[src/hdl/tpdp_pkg.sv]
// Shared constants and types for the two-port data-strobe cable PHY digital core.
// Assumes one 125 MHz system clock (8 ns) and an active-high asynchronous reset.
package tpdp_pkg;

  // Clock and wake timing
  localparam int CLK_PERIOD_NS = 8;
  localparam int WAKE_TIME_US = 2000;
  localparam int WAKE_CYCLES = (WAKE_TIME_US * 1000) / CLK_PERIOD_NS;

  // Line-rate dividers: ref_clk cycles per line bit at S100, S200, S400
  localparam logic [3:0] DIV_S100 = 4'h4;
  localparam logic [3:0] DIV_S200 = 4'h2;
  localparam logic [3:0] DIV_S400 = 4'h1;

  // Data path geometry
  localparam int NPORTS = 2;
  localparam int BYTE_W = 8;
  localparam int FIFO_DEPTH = 32;
  localparam logic [2:0] BIT_LAST = 3'h7;

  // Speed codes
  typedef enum logic [1:0] {
    TPDP_S100,
    TPDP_S200,
    TPDP_S400
  } tpdp_speed_e;

  // Port condition codes
  typedef enum logic [1:0] {
    TPDP_PORT_DISCONNECTED,
    TPDP_PORT_DISABLED,
    TPDP_PORT_SUSPENDED,
    TPDP_PORT_ACTIVE
  } tpdp_port_e;

  // Power levels
  typedef enum logic [1:0] {
    TPDP_PWR_ON,
    TPDP_PWR_LOW,
    TPDP_PWR_SLEEP,
    TPDP_PWR_WAKE
  } tpdp_pwr_e;

  // Host power states
  typedef enum logic [1:0] {
    TPDP_HOST_D0,
    TPDP_HOST_D2,
    TPDP_HOST_D3
  } tpdp_host_e;

  // Divider reload for a speed code
  function automatic logic [3:0] tpdp_div(input tpdp_speed_e s);
    if (s == TPDP_S400) begin
      return DIV_S400;
    end else if (s == TPDP_S200) begin
      return DIV_S200;
    end
    return DIV_S100;
  endfunction

endpackage

[src/hdl/tpdp_phy.sv]
// Digital core of a two-port data-strobe cable PHY with automatic low-power control.
// Assumes analog drivers, bias and comparators outside; link layer core on ref_clk.
//
// Summary of operation
// - Line bit timing derives from the one reference clock by dividing it.
// - The link layer core is clocked by the same system clock as this core.
// - Link bytes are latched, serialised and data-strobe coded at S100/S200/S400.
// - Transmit puts data on pair B and strobe on pair A of each port.
// - A receiving port has both transmitters off and its receivers on.
// - Received bits are decoded, resynchronised and handed to the link layer.
// - Received data is repeated on every other active port.
// - Incoming pair A common-mode level picks the next transmit speed.
// - Host power is full power or one of two reduced states, nothing else.
// - Reduced host power with all ports inactive enters low-power mode.
// - Low-power mode stops clock generators; keeps only needed detect references.
// - Deepest sleep only when ports disconnected or disabled and interrupts off.
// - Setting the link power status bit wakes the device from low power.
// - Port events needing a response or report also wake the device.
// - After wake, the system clock runs next cycle and PHY works WAKE_COUNT+1 cycles later (2 ms plus one cycle).
module tpdp_phy #(
  parameter int WAKE_COUNT = tpdp_pkg::WAKE_CYCLES
) (
  // Clock and reset
  input wire logic ref_clk,
  input wire logic reset,
  // Link layer core transmit side
  input wire logic tx_valid,
  input wire logic [7:0] tx_data,
  input wire tpdp_pkg::tpdp_speed_e tx_speed,
  output logic tx_ready,
  // Link layer core receive side
  output logic rx_valid,
  output logic [7:0] rx_data,
  output tpdp_pkg::tpdp_speed_e next_speed,
  // Cable pair A per port
  input wire logic [1:0] cable_pair_a_in,
  output logic [1:0] cable_pair_a_out,
  output logic [1:0] cable_pair_a_oe,
  // Cable pair B per port
  input wire logic [1:0] cable_pair_b_in,
  output logic [1:0] cable_pair_b_out,
  output logic [1:0] cable_pair_b_oe,
  // Port condition and comparators
  input wire logic [1:0] port_receiving,
  input wire logic [1:0] port_connected,
  input wire logic [1:0] port_disabled,
  input wire logic [1:0] port_suspended,
  input wire logic [1:0] bias_detect,
  input wire logic [1:0] speed_sense,
  // Power management
  input wire tpdp_pkg::tpdp_host_e host_state,
  input wire logic link_power_status_bit,
  input wire logic port_int_enable,
  output logic clock_gen_enable,
  output logic sleep_deep,
  output logic phy_operative,
  output logic cable_bias_output_en,
  output logic [1:0] port_event
);
  import tpdp_pkg::*;

  typedef struct packed {
    logic [2:0][1:0] sa;
    logic [2:0][1:0] sb;
    logic [2:0][1:0] sbias;
    logic [2:0][1:0] sconn;
    logic [2:0][1:0] scm;
    logic [1:0] conn_q;
    logic [1:0] bias_q;
    tpdp_pwr_e pwr;
    logic [31:0] wake_cnt;
    logic [1:0] evt_pend;
    logic [1:0] evt_out;
    logic [3:0] div;
    logic [2:0] bitn;
    logic [7:0] sh;
    logic busy;
    logic tx_d;
    logic tx_s;
    logic [1:0] tx_en;
    tpdp_speed_e spd;
    tpdp_speed_e nspd;
    logic rx_v;
    logic [7:0] rx_d;
    logic take;
    logic cg_en;
    logic deep;
    logic oper;
    logic bias_en;
  } tpdp_phy_s;

  tpdp_phy_s st, next_st;
  logic fifo_ready, fifo_valid;
  logic [7:0] fifo_data;
  logic [1:0] rxb_valid;
  logic [7:0] rxb_data [NPORTS];
  logic [1:0] agree_a, agree_b, agree_bias, agree_conn, agree_cm;
  logic [1:0] inactive, ev_now;
  logic repeating;
  logic [7:0] rep_data;

  // Settled pin levels: second and third stages agree
  assign agree_a = ~(st.sa[1] ^ st.sa[2]);
  assign agree_b = ~(st.sb[1] ^ st.sb[2]);
  assign agree_bias = ~(st.sbias[1] ^ st.sbias[2]);
  assign agree_conn = ~(st.sconn[1] ^ st.sconn[2]);
  assign agree_cm = ~(st.scm[1] ^ st.scm[2]);

  // Link bytes pass through the FIFO before serialising
  tpdp_fifo #(.WIDTH(BYTE_W), .DEPTH(FIFO_DEPTH)) u_fifo (
    .ref_clk(ref_clk),
    .reset(reset),
    .in_valid(tx_valid),
    .in_data(tx_data),
    .in_ready(fifo_ready),
    .out_valid(fifo_valid),
    .out_data(fifo_data),
    .out_ready(st.take)
  );

  // One decoder per port; data on pair A, strobe on pair B
  for (genvar p = 0; p < NPORTS; p++) begin : g_rx
    tpdp_ds_rx u_rx (
      .ref_clk(ref_clk),
      .reset(reset),
      .line_data(st.sa[2][p]),
      .line_strobe(st.sb[2][p]),
      .enable(port_receiving[p] && st.pwr == TPDP_PWR_ON),
      .byte_valid(rxb_valid[p]),
      .byte_data(rxb_data[p])
    );
  end

  // Port inactivity and wake-worthy events
  always_comb begin
    for (int p = 0; p < NPORTS; p++) begin
      inactive[p] = !port_connected[p] || port_disabled[p] || port_suspended[p];
      ev_now[p] = 1'b0;
      if (agree_bias[p] && port_suspended[p] && st.sbias[2][p] && !st.bias_q[p]) begin
        ev_now[p] = 1'b1;
      end
      if (agree_conn[p] && port_suspended[p] && !st.sconn[2][p] && st.conn_q[p]) begin
        ev_now[p] = 1'b1;
      end
      if (agree_conn[p] && !port_disabled[p] && st.sconn[2][p] && !st.conn_q[p]) begin
        ev_now[p] = 1'b1;
      end
    end
  end

  // Repeat whichever port is receiving onto the others
  assign repeating = |port_receiving;
  assign rep_data = rxb_valid[1] ? rxb_data[1] : rxb_data[0];

  always_comb begin
    next_st = st;
    // Three-stage pin synchronisers
    next_st.sa = {st.sa[1:0], cable_pair_a_in};
    next_st.sb = {st.sb[1:0], cable_pair_b_in};
    next_st.sbias = {st.sbias[1:0], bias_detect};
    next_st.sconn = {st.sconn[1:0], port_connected};
    next_st.scm = {st.scm[1:0], speed_sense};
    for (int p = 0; p < NPORTS; p++) begin
      if (agree_conn[p]) begin
        next_st.conn_q[p] = st.sconn[2][p];
      end
      if (agree_bias[p]) begin
        next_st.bias_q[p] = st.sbias[2][p];
      end
    end

    // Common-mode on pair A sets the next speed
    if (agree_cm[0] && agree_cm[1]) begin
      next_st.nspd = (st.scm[2] == 2'b11) ? TPDP_S400 :
                     (st.scm[2] != 2'b00) ? TPDP_S200 : TPDP_S100;
    end

    // Power state machine
    next_st.evt_out = '0;
    next_st.evt_pend = st.evt_pend | ev_now;
    case (st.pwr)
      TPDP_PWR_ON: begin
        // Held up while the link asks for power or a report is owed
        if (host_state != TPDP_HOST_D0 && &inactive && !st.busy && !repeating &&
            !link_power_status_bit && st.evt_pend == '0) begin
          // Deepest level only with no live cable and interrupts off
          if (&(~port_connected | port_disabled) && !port_int_enable) begin
            next_st.pwr = TPDP_PWR_SLEEP;
          end else begin
            next_st.pwr = TPDP_PWR_LOW;
          end
        end
        // Pending events go to the link once back in TPDP_PWR_ON
        next_st.evt_out = st.evt_pend;
        next_st.evt_pend = ev_now;
      end
      TPDP_PWR_LOW, TPDP_PWR_SLEEP: begin
        if (link_power_status_bit || |ev_now) begin
          next_st.pwr = TPDP_PWR_WAKE;
          next_st.wake_cnt = '0;
        end
      end
      TPDP_PWR_WAKE: begin
        // Bounded restart time: WAKE_COUNT cycles, equal to the whole 2 ms limit by default
        next_st.wake_cnt = st.wake_cnt + 1'b1;
        if (st.wake_cnt >= 32'(WAKE_COUNT - 1)) begin
          next_st.pwr = TPDP_PWR_ON;
        end
      end
      default: next_st.pwr = TPDP_PWR_ON;
    endcase

    // Received bytes resynchronised to ref_clk for the link
    next_st.rx_v = |rxb_valid;
    next_st.rx_d = rep_data;

    // Serialiser with divider per line rate
    next_st.take = 1'b0;
    if (st.pwr != TPDP_PWR_ON) begin
      next_st.busy = 1'b0;
      next_st.tx_en = '0;
    end else if (!st.busy) begin
      if (repeating) begin
        // Repeat at the arbitrated speed; a byte landing mid-send is lost
        if (|rxb_valid) begin
          next_st.sh = rep_data;
          next_st.spd = st.nspd;
          next_st.div = tpdp_div(st.nspd);
          next_st.bitn = '0;
          next_st.busy = 1'b1;
        end
      end else if (fifo_valid && !st.take) begin
        next_st.take = 1'b1;
        next_st.sh = fifo_data;
        next_st.spd = tx_speed;
        next_st.div = tpdp_div(tx_speed);
        next_st.bitn = '0;
        next_st.busy = 1'b1;
      end
      next_st.tx_en = '0;
    end else begin
      next_st.tx_en = ~port_receiving & port_connected & ~port_disabled;
      if (st.div == 4'h1) begin
        next_st.div = tpdp_div(st.spd);
        // Strobe toggles when data repeats, so one of them changes each bit
        next_st.tx_d = st.sh[7];
        next_st.tx_s = (st.sh[7] == st.tx_d) ? ~st.tx_s : st.tx_s;
        next_st.sh = {st.sh[6:0], 1'b0};
        next_st.bitn = st.bitn + 1'b1;
        if (st.bitn == BIT_LAST) begin
          next_st.busy = 1'b0;
        end
      end else begin
        next_st.div = st.div - 1'b1;
      end
    end

    // Power flags taken from the next level, so they track it cycle for cycle
    next_st.cg_en = (next_st.pwr == TPDP_PWR_ON) || (next_st.pwr == TPDP_PWR_WAKE);
    next_st.deep = (next_st.pwr == TPDP_PWR_SLEEP);
    next_st.oper = (next_st.pwr == TPDP_PWR_ON);
    next_st.bias_en = (next_st.pwr != TPDP_PWR_SLEEP);
  end

  always_ff @(posedge ref_clk or posedge reset) begin
    if (reset) begin
      st <= '0;
      // Powered-on flags read high while reset holds
      st.cg_en <= 1'b1;
      st.oper <= 1'b1;
      st.bias_en <= 1'b1;
    end else begin
      st <= next_st;
    end
  end

  // Outputs from flip-flops; pair B data, pair A strobe, repeat shares the serialiser
  assign tx_ready = fifo_ready;
  assign rx_valid = st.rx_v;
  assign rx_data = st.rx_d;
  assign next_speed = st.nspd;
  assign cable_pair_b_out = {2{st.tx_d}};
  assign cable_pair_a_out = {2{st.tx_s}};
  assign cable_pair_a_oe = st.tx_en;
  assign cable_pair_b_oe = st.tx_en;
  // Clock generators stop in both low levels
  assign clock_gen_enable = st.cg_en;
  assign sleep_deep = st.deep;
  assign phy_operative = st.oper;
  assign cable_bias_output_en = st.bias_en;
  assign port_event = st.evt_out;

endmodule

[src/hdl/tpdp_fifo.sv]
// Byte FIFO in flip-flops with valid/ready on both sides.
// Assumes a single clock; write and read may happen in the same cycle.
module tpdp_fifo #(
  parameter int WIDTH = 8,
  parameter int DEPTH = 32,
  parameter int AW = $clog2(DEPTH)
) (
  // Clock and reset
  input wire logic ref_clk,
  input wire logic reset,
  // Fill side
  input wire logic in_valid,
  input wire logic [WIDTH-1:0] in_data,
  output logic in_ready,
  // Drain side
  output logic out_valid,
  output logic [WIDTH-1:0] out_data,
  input wire logic out_ready
);

  typedef struct packed {
    logic [DEPTH-1:0][WIDTH-1:0] mem;
    logic [AW-1:0] wr;
    logic [AW-1:0] rd;
    logic [AW:0] count;
    logic full;
  } tpdp_fifo_s;

  tpdp_fifo_s st, next_st;
  logic push, pop;

  // Full and empty come from the occupancy counter
  // Registered full flag keeps ready off the count adder
  assign in_ready = !st.full;
  assign out_valid = (st.count != '0);
  assign out_data = st.mem[st.rd];
  assign push = in_valid && in_ready;
  assign pop = out_valid && out_ready;

  // Next-state for pointers and storage
  always_comb begin
    next_st = st;
    if (push) begin
      next_st.mem[st.wr] = in_data;
      next_st.wr = st.wr + 1'b1;
    end
    if (pop) begin
      next_st.rd = st.rd + 1'b1;
    end
    next_st.count = st.count + (AW+1)'(push) - (AW+1)'(pop);
    next_st.full = (next_st.count == (AW+1)'(DEPTH));
  end

  always_ff @(posedge ref_clk or posedge reset) begin
    if (reset) begin
      st <= '0;
    end else begin
      st <= next_st;
    end
  end

endmodule

[src/hdl/tpdp_ds_rx.sv]
// Data-strobe receiver for one port: recovers bits from data xor strobe transitions.
// Assumes pins already passed the three-stage synchroniser in the caller.
module tpdp_ds_rx (
  // Clock and reset
  input wire logic ref_clk,
  input wire logic reset,
  // Synchronised line levels
  input wire logic line_data,
  input wire logic line_strobe,
  input wire logic enable,
  // Recovered byte
  output logic byte_valid,
  output logic [7:0] byte_data
);
  import tpdp_pkg::*;

  typedef struct packed {
    logic prev_clk;
    logic [2:0] cnt;
    logic [7:0] shift;
    logic valid;
    logic [7:0] data;
  } tpdp_rx_s;

  tpdp_rx_s st, next_st;
  logic rclk;

  // Recovered clock toggles once per bit
  assign rclk = line_data ^ line_strobe;
  assign byte_valid = st.valid;
  assign byte_data = st.data;

  // Shift a bit on every recovered-clock change, msb first
  always_comb begin
    next_st = st;
    next_st.valid = 1'b0;
    next_st.prev_clk = rclk;
    if (!enable) begin
      next_st.cnt = '0;
      next_st.prev_clk = 1'b0;
    end else if (rclk != st.prev_clk) begin
      next_st.shift = {st.shift[6:0], line_data};
      next_st.cnt = st.cnt + 1'b1;
      if (st.cnt == BIT_LAST) begin
        next_st.valid = 1'b1;
        next_st.data = {st.shift[6:0], line_data};
      end
    end
  end

  always_ff @(posedge ref_clk or posedge reset) begin
    if (reset) begin
      st <= '0;
    end else begin
      st <= next_st;
    end
  end

endmodule

[config.mk]
export PLATFORM = sky130hd
export DESIGN_NAME = tpdp_phy
export DESIGN_NICKNAME = d
export VERILOG_FILES = /design/src/hdl/tpdp_pkg.sv /design/src/hdl/tpdp_phy.sv /design/src/hdl/tpdp_fifo.sv /design/src/hdl/tpdp_ds_rx.sv
export SDC_FILE = /design/constraint.sdc
export NUM_CORES = 1
export LEC_CHECK = 0
export BUFFER_PORTS_ARGS = -buffer_cell sky130_fd_sc_hd__buf_2
export CAP_MARGIN = 20
export CORE_MARGIN = 2
export CORE_UTILIZATION = 25
export DETAILED_ROUTE_END_ITERATION = 7
export PLACE_DENSITY_LB_ADDON = 0.1
export SETUP_SLACK_MARGIN = 0.05
export SLEW_MARGIN = 20
export SYNTH_ARGS = -nofsm -noshare
export SYNTH_HDL_FRONTEND = slang
export SYNTH_HIERARCHICAL = 1
export SYNTH_SLANG_ARGS = --single-unit
[constraint.sdc]
create_clock -name ref_clk -period 10.9 [get_ports ref_clk]
set_input_delay 0.545 -clock ref_clk [delete_from_list [all_inputs] [get_ports ref_clk]]
set_output_delay 0.545 -clock ref_clk [all_outputs]
set_load 0.01 [all_outputs]
==> summary.txt, run 1 <==
Type of the tightest min-delay check: in -> reg
Total clock sinks: 423
Worst max-slew margin expressed relative to the limit: 0.297
Number of I/O port buffers: 58
Power Dens Cells: 260 nW/µm²
Post-CTS repair timing setup buffer count: 0
Number of cells traversed by the worst register-to-register path: 8
Final setup viols: 0
GRT Resource Usage Total: 0.135
Violation count after the first detailed-routing iteration: 576
Worst-case clock skew: 0.0141 ns
Pins over their slew limit: 0
Register-to-Register Setup Slack: 7.05 ns
Required time at the endpoint of the critical path: 11.33 ns
Worst-Margin Slew: 1.05 ns
Clock network fraction of total power: 0.290
Setup repair after global routing missed its margin: no
Internal Pwr Total: 3960 µW
Total inserted antenna cells: 0
Capturing instance or port of the critical path: st[24]
Share of power burned in combinational logic: 0.300
CTS buffer count: 52
Final layout net count: 1540
CTS resizes: 0
Total Die Area: 81100 µm²
RD Place Congestion: 0.720
Number of distinct library cells after synthesis: 74
Switching power summed over all nets: 1870 µW
Worst slack at placement: 6.92 ns
Total of hold buffers inserted after clock tree synthesis: 0
Number of filler instances in the final layout: 7862
Largest net degree at the start of global routing: 130
Chain of cells forming the critical path: buf_4 > mux4_1 > a22o_1 > a2111oi_1 > a21oi_1 > a22o_1 > a21oi_1 > a21oi_1
Sequential cell area fraction in the yosys report: 0.537
Number of top-level pins: 59
Fraction of final layout cells sized beyond drive strength 1: 0.339
Post-synth EDFFs: 0
Clock tree from TritonCTS: built
Setup crit start kind: register
Final critical delay including setup and external delays: 3.85 ns
CTS clock-pin slew for the worst setup and hold paths: 0.06 ns
Standard-cell rows: 102
Wire length reported by the detailed router: 54100 µm
Via count of the routed design: 11900
Highest Clock Rate: 0.260 GHz
Terminus of the critical flop-to-flop path: st[24]
LEAKAGE: 0.00992 µW
Chip height: 285 µm
Maximum number of buffers from clock root to sink: 3
Post-route worst setup slack: 7.05 ns
HPWL after DPL: 34400 µm
Post-route setup TNS: 0 ns
Final worst path period share: 0.353
Share of total power consumed by net switching: 0.321
Number of vias per cell after detailed routing: 4.66
Most common cell type on the critical path: sky130_fd_sc_hd__a21oi_1
Worst-case hold slack: 0.0651 ns
Avg WL per Cell: 21.3 µm
Clock H-tree levels: 2
Average instance area after synthesis: 13.4 µm²
Launch point of the worst reg-to-reg path: u_fifo/st[7]
Netlist area before placement: 19700 µm²
CP max-delay cell: sky130_fd_sc_hd__dfrtp_4
Syn Nets: 1534
Layout area overhead: 13.5%
Reg power frac: 0.409
Critical path launch point: u_fifo/st[7]
Total number of yosys warnings: 6
Critical Setup Path Class: reg -> reg
Post-layout total power: 5820 µW
Area of the core: 77700 µm²
Kind of end point of the critical path: register
Worst Path Max Fanout: 43
Number of max-cap violations: 0
Insertion delay to the later sink of the worst-skew pair: 0.59 ns
ANT nets after route: 0
VDD IR max: 0.127 mV
Placed Instances: 2457
Worst path max stage delay: 0.93 ns
Register bit count reported by yosys: 423
Primary flip-flop cell chosen by synthesis mapping: sky130_fd_sc_hd__dfrtp_1
Number of antenna violations at the first check in global routing: 1
Effective utilization at floorplan: 0.254
Signal arrival time at the worst endpoint: 4.28 ns
Outcome: complete, no violations
Die X: 285 µm
Final hold violation count: 0
Root Buffer: sky130_fd_sc_hd__clkbuf_16
Filler-free cell count of the finished design: 2546
DRC violation count after routing: 0
Remaining global-route overflow: 0
Vias in the first global route: 12600
Post-Synthesis Cells: 1466
DRT Pass-1 Iters: 7
Global-route wire length before repair: 83100 µm
Async S/R FF share, synth: 1.00
cell families after synthesis:
group	count (synthesis)	synth area share
XOR/XNOR	20	0.0104
multiplexers	379	0.246
AO/OA/AOI/OAI	198	0.0679
AND/OR/NAND/NOR	247	0.0703
flip-flops	423	0.537
buffers and inverters	160	0.0437
adder cells (fa/ha/maj)	39	0.0246
metrics by stage:
stage | util | instance area [µm²]
final | 0.288 | 22400
after floorplan | - | 19700
after global placement | 0.266 | 20700
after CTS | 0.287 | 22300
after global routing | 0.288 | 22400
after detailed placement | 0.266 | 20700
cell type report:
class / count / area (µm²) / share of cell area
Timing Repair Buffer: 68 / 385 / 0.0172
Inverter: 44 / 175 / 0.00783
Clock inverter: 12 / 166 / 0.00744
Clock buffer: 76 / 1460 / 0.0654
Multi-Input combinational cell: 883 / 8290 / 0.371
Tap cell: 1040 / 1300 / 0.0582
Sequential cell: 423 / 10600 / 0.473
metal layers:
metal  global-route usage  share of wire  wire (µm)  up-vias
li1                     -              -          -     5366
met1                0.188           0.48      26000     6277
met2                0.218           0.47      25200      161
met3               0.0201          0.035       1900       71
met4               0.0341          0.020       1080        0
met5                    0              0          0        -
registers in the layout, summed over array words and instances (netlist names):
signal / cells
st: 69
cable_bias_output_en: 1
next_st: 20
cable_pair_a_oe: 2
rx_valid: 1
g_rx.u_rx/byte_data: 16
clock_gen_enable: 1
phy_operative: 1
port_event: 2
rx_data: 8
u_fifo/st: 273
g_rx.u_rx/st: 22
sleep_deep: 1
g_rx.u_rx/byte_valid: 2
cable_pair_a_out: 1
cable_pair_b_out: 1
next_speed: 2
how the worst min path moves through the flow:
stage	from	to	slack [ns]	cells after the start
after global routing	cable_pair_a_in[0]	next_st[106]	0.04	1
after floorplan	next_st[100]	next_st[102]	0.33	0
final	cable_pair_a_in[0]	next_st[106]	0.07	1
after CTS	cable_pair_a_in[0]	next_st[106]	0.01	1
after global placement	next_st[89]	next_st[91]	0.33	0
after detailed placement	next_st[103]	st[103]	0.34	0
synthesized netlist by cell type (10+ instances only):
master | number | area [µm²]
sky130_fd_sc_hd__a21oi_1 | 48 | 240
sky130_fd_sc_hd__a22o_1 | 17 | 149
sky130_fd_sc_hd__a22oi_1 | 12 | 90.1
sky130_fd_sc_hd__and2_1 | 21 | 131
sky130_fd_sc_hd__buf_2 | 18 | 90.1
sky130_fd_sc_hd__buf_4 | 38 | 285
sky130_fd_sc_hd__clkbuf_1 | 47 | 176
sky130_fd_sc_hd__dfrtp_1 | 420 | 10500
sky130_fd_sc_hd__ha_1 | 34 | 425
sky130_fd_sc_hd__inv_1 | 44 | 165
sky130_fd_sc_hd__mux2_1 | 14 | 158
sky130_fd_sc_hd__mux2_2 | 269 | 3030
sky130_fd_sc_hd__mux2_4 | 14 | 210
sky130_fd_sc_hd__mux2i_1 | 34 | 340
sky130_fd_sc_hd__mux4_2 | 40 | 901
sky130_fd_sc_hd__nand2_1 | 59 | 221
sky130_fd_sc_hd__nand3_1 | 16 | 80.1
sky130_fd_sc_hd__nand4_1 | 13 | 81.3
sky130_fd_sc_hd__nor2_1 | 27 | 101
sky130_fd_sc_hd__nor2_2 | 18 | 113
sky130_fd_sc_hd__o21ai_0 | 44 | 220
sky130_fd_sc_hd__o221ai_1 | 10 | 87.6
sky130_fd_sc_hd__o31ai_1 | 19 | 143
sky130_fd_sc_hd__or4_1 | 14 | 105
sky130_fd_sc_hd__xnor2_1 | 10 | 87.6
worst max-delay path: cells and delay by family (launching register included):
| kind | cells | cell delay, ns |
|---|---|---|
| AO/OA/AOI/OAI | 6 | 1.30 |
| buffers and inverters | 1 | 0.78 |
| flip-flops | 1 | 0.93 |
| multiplexers | 1 | 0.64 |
cells in the final DEF (no fill, tap or decap), types with 16 or more instances in the layout:
master,count
sky130_fd_sc_hd__and2_1,21
sky130_fd_sc_hd__nor2_1,26
sky130_fd_sc_hd__nand3_1,16
sky130_fd_sc_hd__o21ai_0,44
sky130_fd_sc_hd__buf_2,58
sky130_fd_sc_hd__mux4_2,40
sky130_fd_sc_hd__mux2i_1,34
sky130_fd_sc_hd__clkbuf_1,18
sky130_fd_sc_hd__nand2_1,59
sky130_fd_sc_hd__inv_1,42
sky130_fd_sc_hd__o31ai_1,19
sky130_fd_sc_hd__nor2_2,19
sky130_fd_sc_hd__a22o_1,17
sky130_fd_sc_hd__ha_1,34
sky130_fd_sc_hd__clkbuf_16,53
sky130_fd_sc_hd__mux2_2,269
sky130_fd_sc_hd__dfrtp_1,418
sky130_fd_sc_hd__a21oi_1,48
power by group through the flow:
stage          registers (µW)  clock network [µW]  logic, µW
6_report                 2380                1690       1750
5_1_grt                  2460                1820       1930
4_1_cts                  2390                1760       1790
3_5_place_dp             2410                   0       1780
3_3_place_gp             2420                   0       1750
2_1_floorplan            2260                   0       1470
Note: power is estimated with default switching activity, not from simulation.
==> run 2, diff against run 1 <==
==> constraint.sdc (replaced) <==
create_clock -name ref_clk -period 3.7 [get_ports ref_clk]
set_input_delay 0.185 -clock ref_clk [delete_from_list [all_inputs] [get_ports ref_clk]]
set_output_delay 0.185 -clock ref_clk [all_outputs]
set_load 0.01 [all_outputs]
==> summary.txt, run 2 (synthesized netlist as in run 1, its figures left out) <==
Filler-free cell count of the finished design: 2584
Internal Pwr Total: 11900 µW
Avg WL per Cell: 20.8 µm
Die X: 285 µm
Setup repair after global routing missed its margin: no
Layout area overhead: 15.7%
Pins over their slew limit: 0
Clock network fraction of total power: 0.293
Clock tree from TritonCTS: built
Fraction of final layout cells sized beyond drive strength 1: 0.343
Share of power burned in combinational logic: 0.304
Via count of the routed design: 12000
Biggest registers after layout: u_fifo/st: 273 flops, st: 69 flops, g_rx.u_rx/st: 22 flops
Effective utilization at floorplan: 0.254
Placement Cell Area: 20900 µm²
CTS buffer count: 53
Largest net degree at the start of global routing: 69
Final critical delay including setup and external delays: 2.88 ns
Area of the core: 77700 µm²
Switching power summed over all nets: 5710 µW
Insertion delay to the later sink of the worst-skew pair: 0.61 ns
Number of I/O port buffers: 58
LEAKAGE: 0.0101 µW
RD Place Congestion: 0.765
Final hold violation count: 0
Number of vias per cell after detailed routing: 4.63
Chip height: 285 µm
CTS clock-pin slew for the worst setup and hold paths: 0.06 ns
Root Buffer: sky130_fd_sc_hd__clkbuf_16
GRT Resource Usage Total: 0.134
Worst Path Max Fanout: 6
Placed Instances: 2475
Worst-Margin Slew: 0.910 ns
Largest register by flop count: u_fifo/st
Type of the tightest min-delay check: in -> reg
Required time at the endpoint of the critical path: 4.19 ns
Total inserted antenna cells: 0
Worst-case clock skew: 0.0281 ns
Total Die Area: 81100 µm²
Design Area, Final: 22800 µm²
Most common cell after layout, fill and taps aside: sky130_fd_sc_hd__dfrtp_1
Final layout net count: 1575
ANT nets after route: 0
Critical Setup Path Class: reg -> reg
Share of total power consumed by net switching: 0.324
Final setup viols: 0
VDD IR max: 0.341 mV
Setup crit start kind: register
Highest-count cells in the layout ignoring fill and taps: sky130_fd_sc_hd__dfrtp_1 (418), sky130_fd_sc_hd__mux2_2 (269), sky130_fd_sc_hd__nand2_1 (59)
Number of max-cap violations: 0
Final worst path period share: 0.777
Violation count after the first detailed-routing iteration: 687
Outcome: complete, no violations
DRC violation count after routing: 0
Kind of end point of the critical path: register
Highest Clock Rate: 0.348 GHz
Number of antenna violations at the first check in global routing: 1
Power Dens Cells: 772 nW/µm²
Reg power frac: 0.403
Maximum number of buffers from clock root to sink: 3
Signal arrival time at the worst endpoint: 3.36 ns
Clock H-tree levels: 2
Vias in the first global route: 12700
DRT Pass-1 Iters: 4
Global-route wire length before repair: 83200 µm
Wire length reported by the detailed router: 53700 µm
Number of flip-flops under the largest register name: 273
HPWL after DPL: 35600 µm
Remaining global-route overflow: 0
Standard-cell rows: 102
Number of top-level pins: 59
Worst max-slew margin expressed relative to the limit: 0.392
Total clock sinks: 423
## run 2: through the flow
step / power [µW] / hold slack (ns) / util / worst slack [ns] / TNS [ns]
after global placement: 12600 / 0.294 / 0.269 / 0.802 / 0
after global routing: 18800 / 0.0269 / 0.294 / 0.510 / 0
after CTS: 18000 / 0.0213 / 0.294 / 0.763 / 0
final: 17600 / 0.0364 / 0.294 / 0.824 / 0
after detailed placement: 12600 / 0.295 / 0.269 / 0.784 / 0
after floorplan: 11000 / 0.149 / - / -0.0944 / -25.77
## run 2: power groups by stage
stage / Combinational (µW) / Clock (µW) / Sequential (µW)
after global routing: 5890 / 5560 / 7310
after floorplan: 4330 / 0 / 6650
after detailed placement: 5450 / 0 / 7180
after CTS: 5470 / 5370 / 7110
after global placement: 5390 / 0 / 7200
final: 5360 / 5170 / 7100
## run 2: critical path, stage by stage (launching register included)
cell	delay, ns
sky130_fd_sc_hd__dfrtp_1	0.34
sky130_fd_sc_hd__inv_1	0.06
sky130_fd_sc_hd__ha_1	0.19
sky130_fd_sc_hd__nand4bb_1	0.14
sky130_fd_sc_hd__and2_1	0.40
sky130_fd_sc_hd__ha_1	0.31
sky130_fd_sc_hd__inv_1	0.06
sky130_fd_sc_hd__ha_1	0.18
sky130_fd_sc_hd__inv_1	0.06
sky130_fd_sc_hd__fa_1	0.47
sky130_fd_sc_hd__inv_1	0.05
sky130_fd_sc_hd__nor3_1	0.20
sky130_fd_sc_hd__nand4_1	0.11
sky130_fd_sc_hd__a211oi_1	0.19
## run 2: layer usage
metal	share of wire	GRT usage	wire length, µm
met1	0.49	0.192	26200
met2	0.45	0.206	23900
met3	0.040	0.0241	2130
met4	0.026	0.0403	1410
met5	0	0	0
## run 2: repair_timing
action | CTS | global route
resized for setup | 0 | 0
buffers inserted | 0 | 0
hold endpoints to repair | 140 | 0
hold buffers | 17 | 0
## run 2: path summary, 6_finish.rpt
| check | startpoint | end | slack (ns) | depth (start not counted) |
|---|---|---|---|---|
| max | u_fifo/st[3] | u_fifo/st[0] | 0.82 | 13 |
| min | port_disabled[1] | cable_pair_a_oe[1] | 0.04 | 3 |
| max reg2reg | u_fifo/st[3] | u_fifo/st[0] | 0.82 | 13 |
| min reg2reg | next_st[109] | st[109] | 0.35 | 0 |
| max in group asynchronous | reset | u_fifo/st[209] | 2.29 | 4 |
| min in group asynchronous | reset | next_st[103] | 0.37 | 3 |
## run 2: area by class of cell
cell class              count  area, µm²
clock buffers              82       1590
clock inverters            10        151
fillers                  7872      54900
inverters                  44        171
multi-input cells         883       8270
flip-flops and latches    423      10600
well taps                1040       1300
repair buffers            102        738
==> run 3, diff against run 2 <==
--- a/config.mk
+++ b/config.mk
@@ -5,6 +5,7 @@
 export SDC_FILE = /design/constraint.sdc
 export NUM_CORES = 1
 export LEC_CHECK = 0
+export ABC_AREA = 1
 export BUFFER_PORTS_ARGS = -buffer_cell sky130_fd_sc_hd__buf_2
 export CAP_MARGIN = 20
 export CORE_MARGIN = 2
==> constraint.sdc (replaced) <==
create_clock -name ref_clk -period 2.93 [get_ports ref_clk]
set_input_delay 0.1465 -clock ref_clk [delete_from_list [all_inputs] [get_ports ref_clk]]
set_output_delay 0.1465 -clock ref_clk [all_outputs]
set_load 0.01 [all_outputs]
==> summary.txt, run 3 <==
Setup repair after global routing missed its margin: no
Highest Clock Rate: 0.387 GHz
Kind of end point of the critical path: register
Outcome: complete, no violations
Placed Instances: 3620
Syn Nets: 2680
Sequential cell area fraction in the yosys report: 0.507
Highest-count cells in the layout ignoring fill and taps: sky130_fd_sc_hd__nand2_1 (869), sky130_fd_sc_hd__dfrtp_1 (418), sky130_fd_sc_hd__inv_1 (251)
Total clock sinks: 423
Number of top-level pins: 59
Netlist area before placement: 20900 µm²
Number of I/O port buffers: 58
Post-Synthesis Cells: 2612
Power Dens Cells: 1000 nW/µm²
Hold path startpoint: port_disabled[0]
Number of distinct library cells after synthesis: 47
GRT Resource Usage Total: 0.146
Total number of yosys warnings: 6
Final setup viols: 0
Fraction of final layout cells sized beyond drive strength 1: 0.0971
Area taken by flip-flops and latches: 10600 µm²
Required time at the endpoint of the critical path: 3.48 ns
Register-to-Register Setup Slack: 0.34 ns
Final hold violation count: 0
Global-route wire length before repair: 98600 µm
Average instance area after synthesis: 7.99 µm²
Most common cell after layout, fill and taps aside: sky130_fd_sc_hd__nand2_1
Post-layout total power: 24100 µW
Primary flip-flop cell chosen by synthesis mapping: sky130_fd_sc_hd__dfrtp_1
Effective utilization at floorplan: 0.253
Area of the core: 82400 µm²
Launch point of the worst reg-to-reg path: u_fifo/st[4]
Number of flip-flops under the largest register name: 273
Total met3 wirelength after detailed routing: 2210 µm
Worst-case clock skew: 0.0401 ns
Final layout net count: 2697
Top area cells in the synthesized netlist: sky130_fd_sc_hd__dfrtp_1 (50%), sky130_fd_sc_hd__nand2_1 (16%), sky130_fd_sc_hd__o21ai_0 (5.9%), sky130_fd_sc_hd__nand3_1 (5.5%), sky130_fd_sc_hd__inv_1 (4.6%)
Remaining global-route overflow: 0
Final Util: 0.292
Via count of the routed design: 16600
RD Place Congestion: 0.823
Setup crit start kind: register
Clock tree from TritonCTS: built
Number of antenna violations at the first check in global routing: 1
CTS buffer count: 55
Wire length on met1: 29700 µm
Register bit count reported by yosys: 423
Number of max-cap violations: 0
VDD IR max: 0.436 mV
Top layer used by detailed routing: met5
Largest register by flop count: u_fifo/st
Synth area leader: sky130_fd_sc_hd__dfrtp_1
Async S/R FF share, synth: 1.00
Total inserted antenna cells: 0
ANT nets after route: 0
DRT Pass-1 Iters: 5
Filler-free cell count of the finished design: 3738
Total Die Area: 85800 µm²
Biggest registers after layout: u_fifo/st: 273 flops, st: 69 flops, g_rx.u_rx/st: 22 flops
Final critical delay including setup and external delays: 2.59 ns
Standard-cell rows: 105
Maximum number of buffers from clock root to sink: 3
Worst-Margin Slew: 0.855 ns
Worst hold path endpoint: st[40]
Hold Crit Depth: 5
Worst max-slew margin expressed relative to the limit: 0.429
Critical Setup Path Class: reg -> reg
Worst Path Max Fanout: 4
Pins over their slew limit: 0
Signal arrival time at the worst endpoint: 3.13 ns
Post-synth EDFFs: 0
Met2 Wirelength: 28400 µm
Most instantiated library cell after synthesis: sky130_fd_sc_hd__nand2_1
Final worst path period share: 0.883
Avg WL per Cell: 16.5 µm
Violation count after the first detailed-routing iteration: 1112
Number of vias per cell after detailed routing: 4.43
Most used standard cells in the synthesized netlist: sky130_fd_sc_hd__nand2_1 (869), sky130_fd_sc_hd__dfrtp_1 (420), sky130_fd_sc_hd__inv_1 (255)
DRC violation count after routing: 0
CTS clock-pin slew for the worst setup and hold paths: 0.06 ns
Chip height: 293 µm
Root Buffer: sky130_fd_sc_hd__clkbuf_16
Area of the multi-input gates: 8260 µm²
Number of cells traversed by the worst register-to-register path: 15
Post-route setup TNS: 0 ns
Terminus of the critical flop-to-flop path: u_fifo/st[0]
Clock H-tree levels: 2
Number of filler instances in the final layout: 8832
Die X: 293 µm
LEAKAGE: 0.0116 µW
Vias in the first global route: 16700
Type of the tightest min-delay check: in -> reg
Fraction of synthesized cell area taken by the top area cell type: 0.504
CTS resizes: 0
Wire length reported by the detailed router: 61700 µm
Insertion delay to the later sink of the worst-skew pair: 0.62 ns
Largest net degree at the start of global routing: 78
Layout area overhead: 15.2%
HPWL after DPL: 40300 µm
## run 3: cell types whose count changed after synthesis, moves of 36 or more
cell / delta
sky130_fd_sc_hd__nand2_1: +810
sky130_fd_sc_hd__mux2_2: -269
sky130_fd_sc_hd__nand3_1: +214
sky130_fd_sc_hd__inv_1: +211
sky130_fd_sc_hd__o21ai_0: +202
sky130_fd_sc_hd__nor2_1: +90
sky130_fd_sc_hd__mux4_2: -40
sky130_fd_sc_hd__buf_2: +36
## run 3: metrics by stage
stage / hold slack (ns) / setup WS, ns / cell area (µm²)
5_1_grt: 0.0603 / 0.0502 / 24000
6_report: 0.0562 / 0.343 / 24000
2_1_floorplan: 0.110 / -0.826 / 20900
3_3_place_gp: 0.255 / 0.329 / 22000
3_5_place_dp: 0.256 / 0.333 / 22000
4_1_cts: 0.0139 / 0.304 / 24000
## run 3: worst max path at each step
stage                 startpoint            to  slack, ns  cells past startpoint
finish              u_fifo/st[4]  u_fifo/st[0]       0.34                     15
global route        u_fifo/st[4]  u_fifo/st[0]       0.05                     15
CTS                 u_fifo/st[5]  u_fifo/st[0]       0.30                     15
detailed placement  u_fifo/st[5]  u_fifo/st[0]       0.33                     15
global placement    u_fifo/st[3]  u_fifo/st[0]       0.33                     15
floorplan                  reset  u_fifo/st[0]      -0.83                      1
## run 3: final cells by class
class	instances	share of cell area
flip-flops and latches	423	0.441
multi-input cells	1752	0.343
clock buffers	80	0.0657
well taps	1070	0.0557
inverters	272	0.0440
repair buffers	125	0.0405
clock inverters	16	0.00984
## run 3: cell families (layout without fill, tap and decap cells)
family	Yosys count	count (layout)	share of synthesized area
compound gates	393	393	0.0999
fa+ha+maj	37	37	0.0223
xor+xnor	21	21	0.00881
buf+inv	437	493	0.0972
simple gates	1301	1301	0.265
flops	423	423	0.507
## run 3: power breakdown
group	total [µW]	switching [µW]	internal, µW
Clock	6830	2680	4150
Combinational	8110	5340	2770
Sequential	9170	1240	7930
Total	24100	9260	14800
## run 3: timing repair
action,in CTS,in global routing
endpoints found under the setup margin,0,0
hold endpoints to repair,102,0
buffers inserted,0,0
hold buffers,22,0
## run 3: worst max-delay path, cell delays in order (launching register included)
cell	delay, ns
sky130_fd_sc_hd__dfrtp_1	0.38
sky130_fd_sc_hd__inv_1	0.08
sky130_fd_sc_hd__ha_1	0.14
sky130_fd_sc_hd__nand3_1	0.09
sky130_fd_sc_hd__nand2_1	0.12
sky130_fd_sc_hd__inv_1	0.10
sky130_fd_sc_hd__ha_1	0.27
sky130_fd_sc_hd__inv_1	0.05
sky130_fd_sc_hd__ha_1	0.18
sky130_fd_sc_hd__inv_1	0.06
sky130_fd_sc_hd__fa_1	0.38
sky130_fd_sc_hd__nand3b_1	0.17
sky130_fd_sc_hd__nand2_1	0.08
sky130_fd_sc_hd__xor2_1	0.19
sky130_fd_sc_hd__nand3_1	0.10
sky130_fd_sc_hd__nor2_1	0.10
## run 3: per-layer routing
layer  vias to the layer above  global-route usage
li1                       8318                   -
met1                      7933               0.205
met2                       227               0.233
met3                        78              0.0204
met4                         2              0.0403
met5                         -                   0
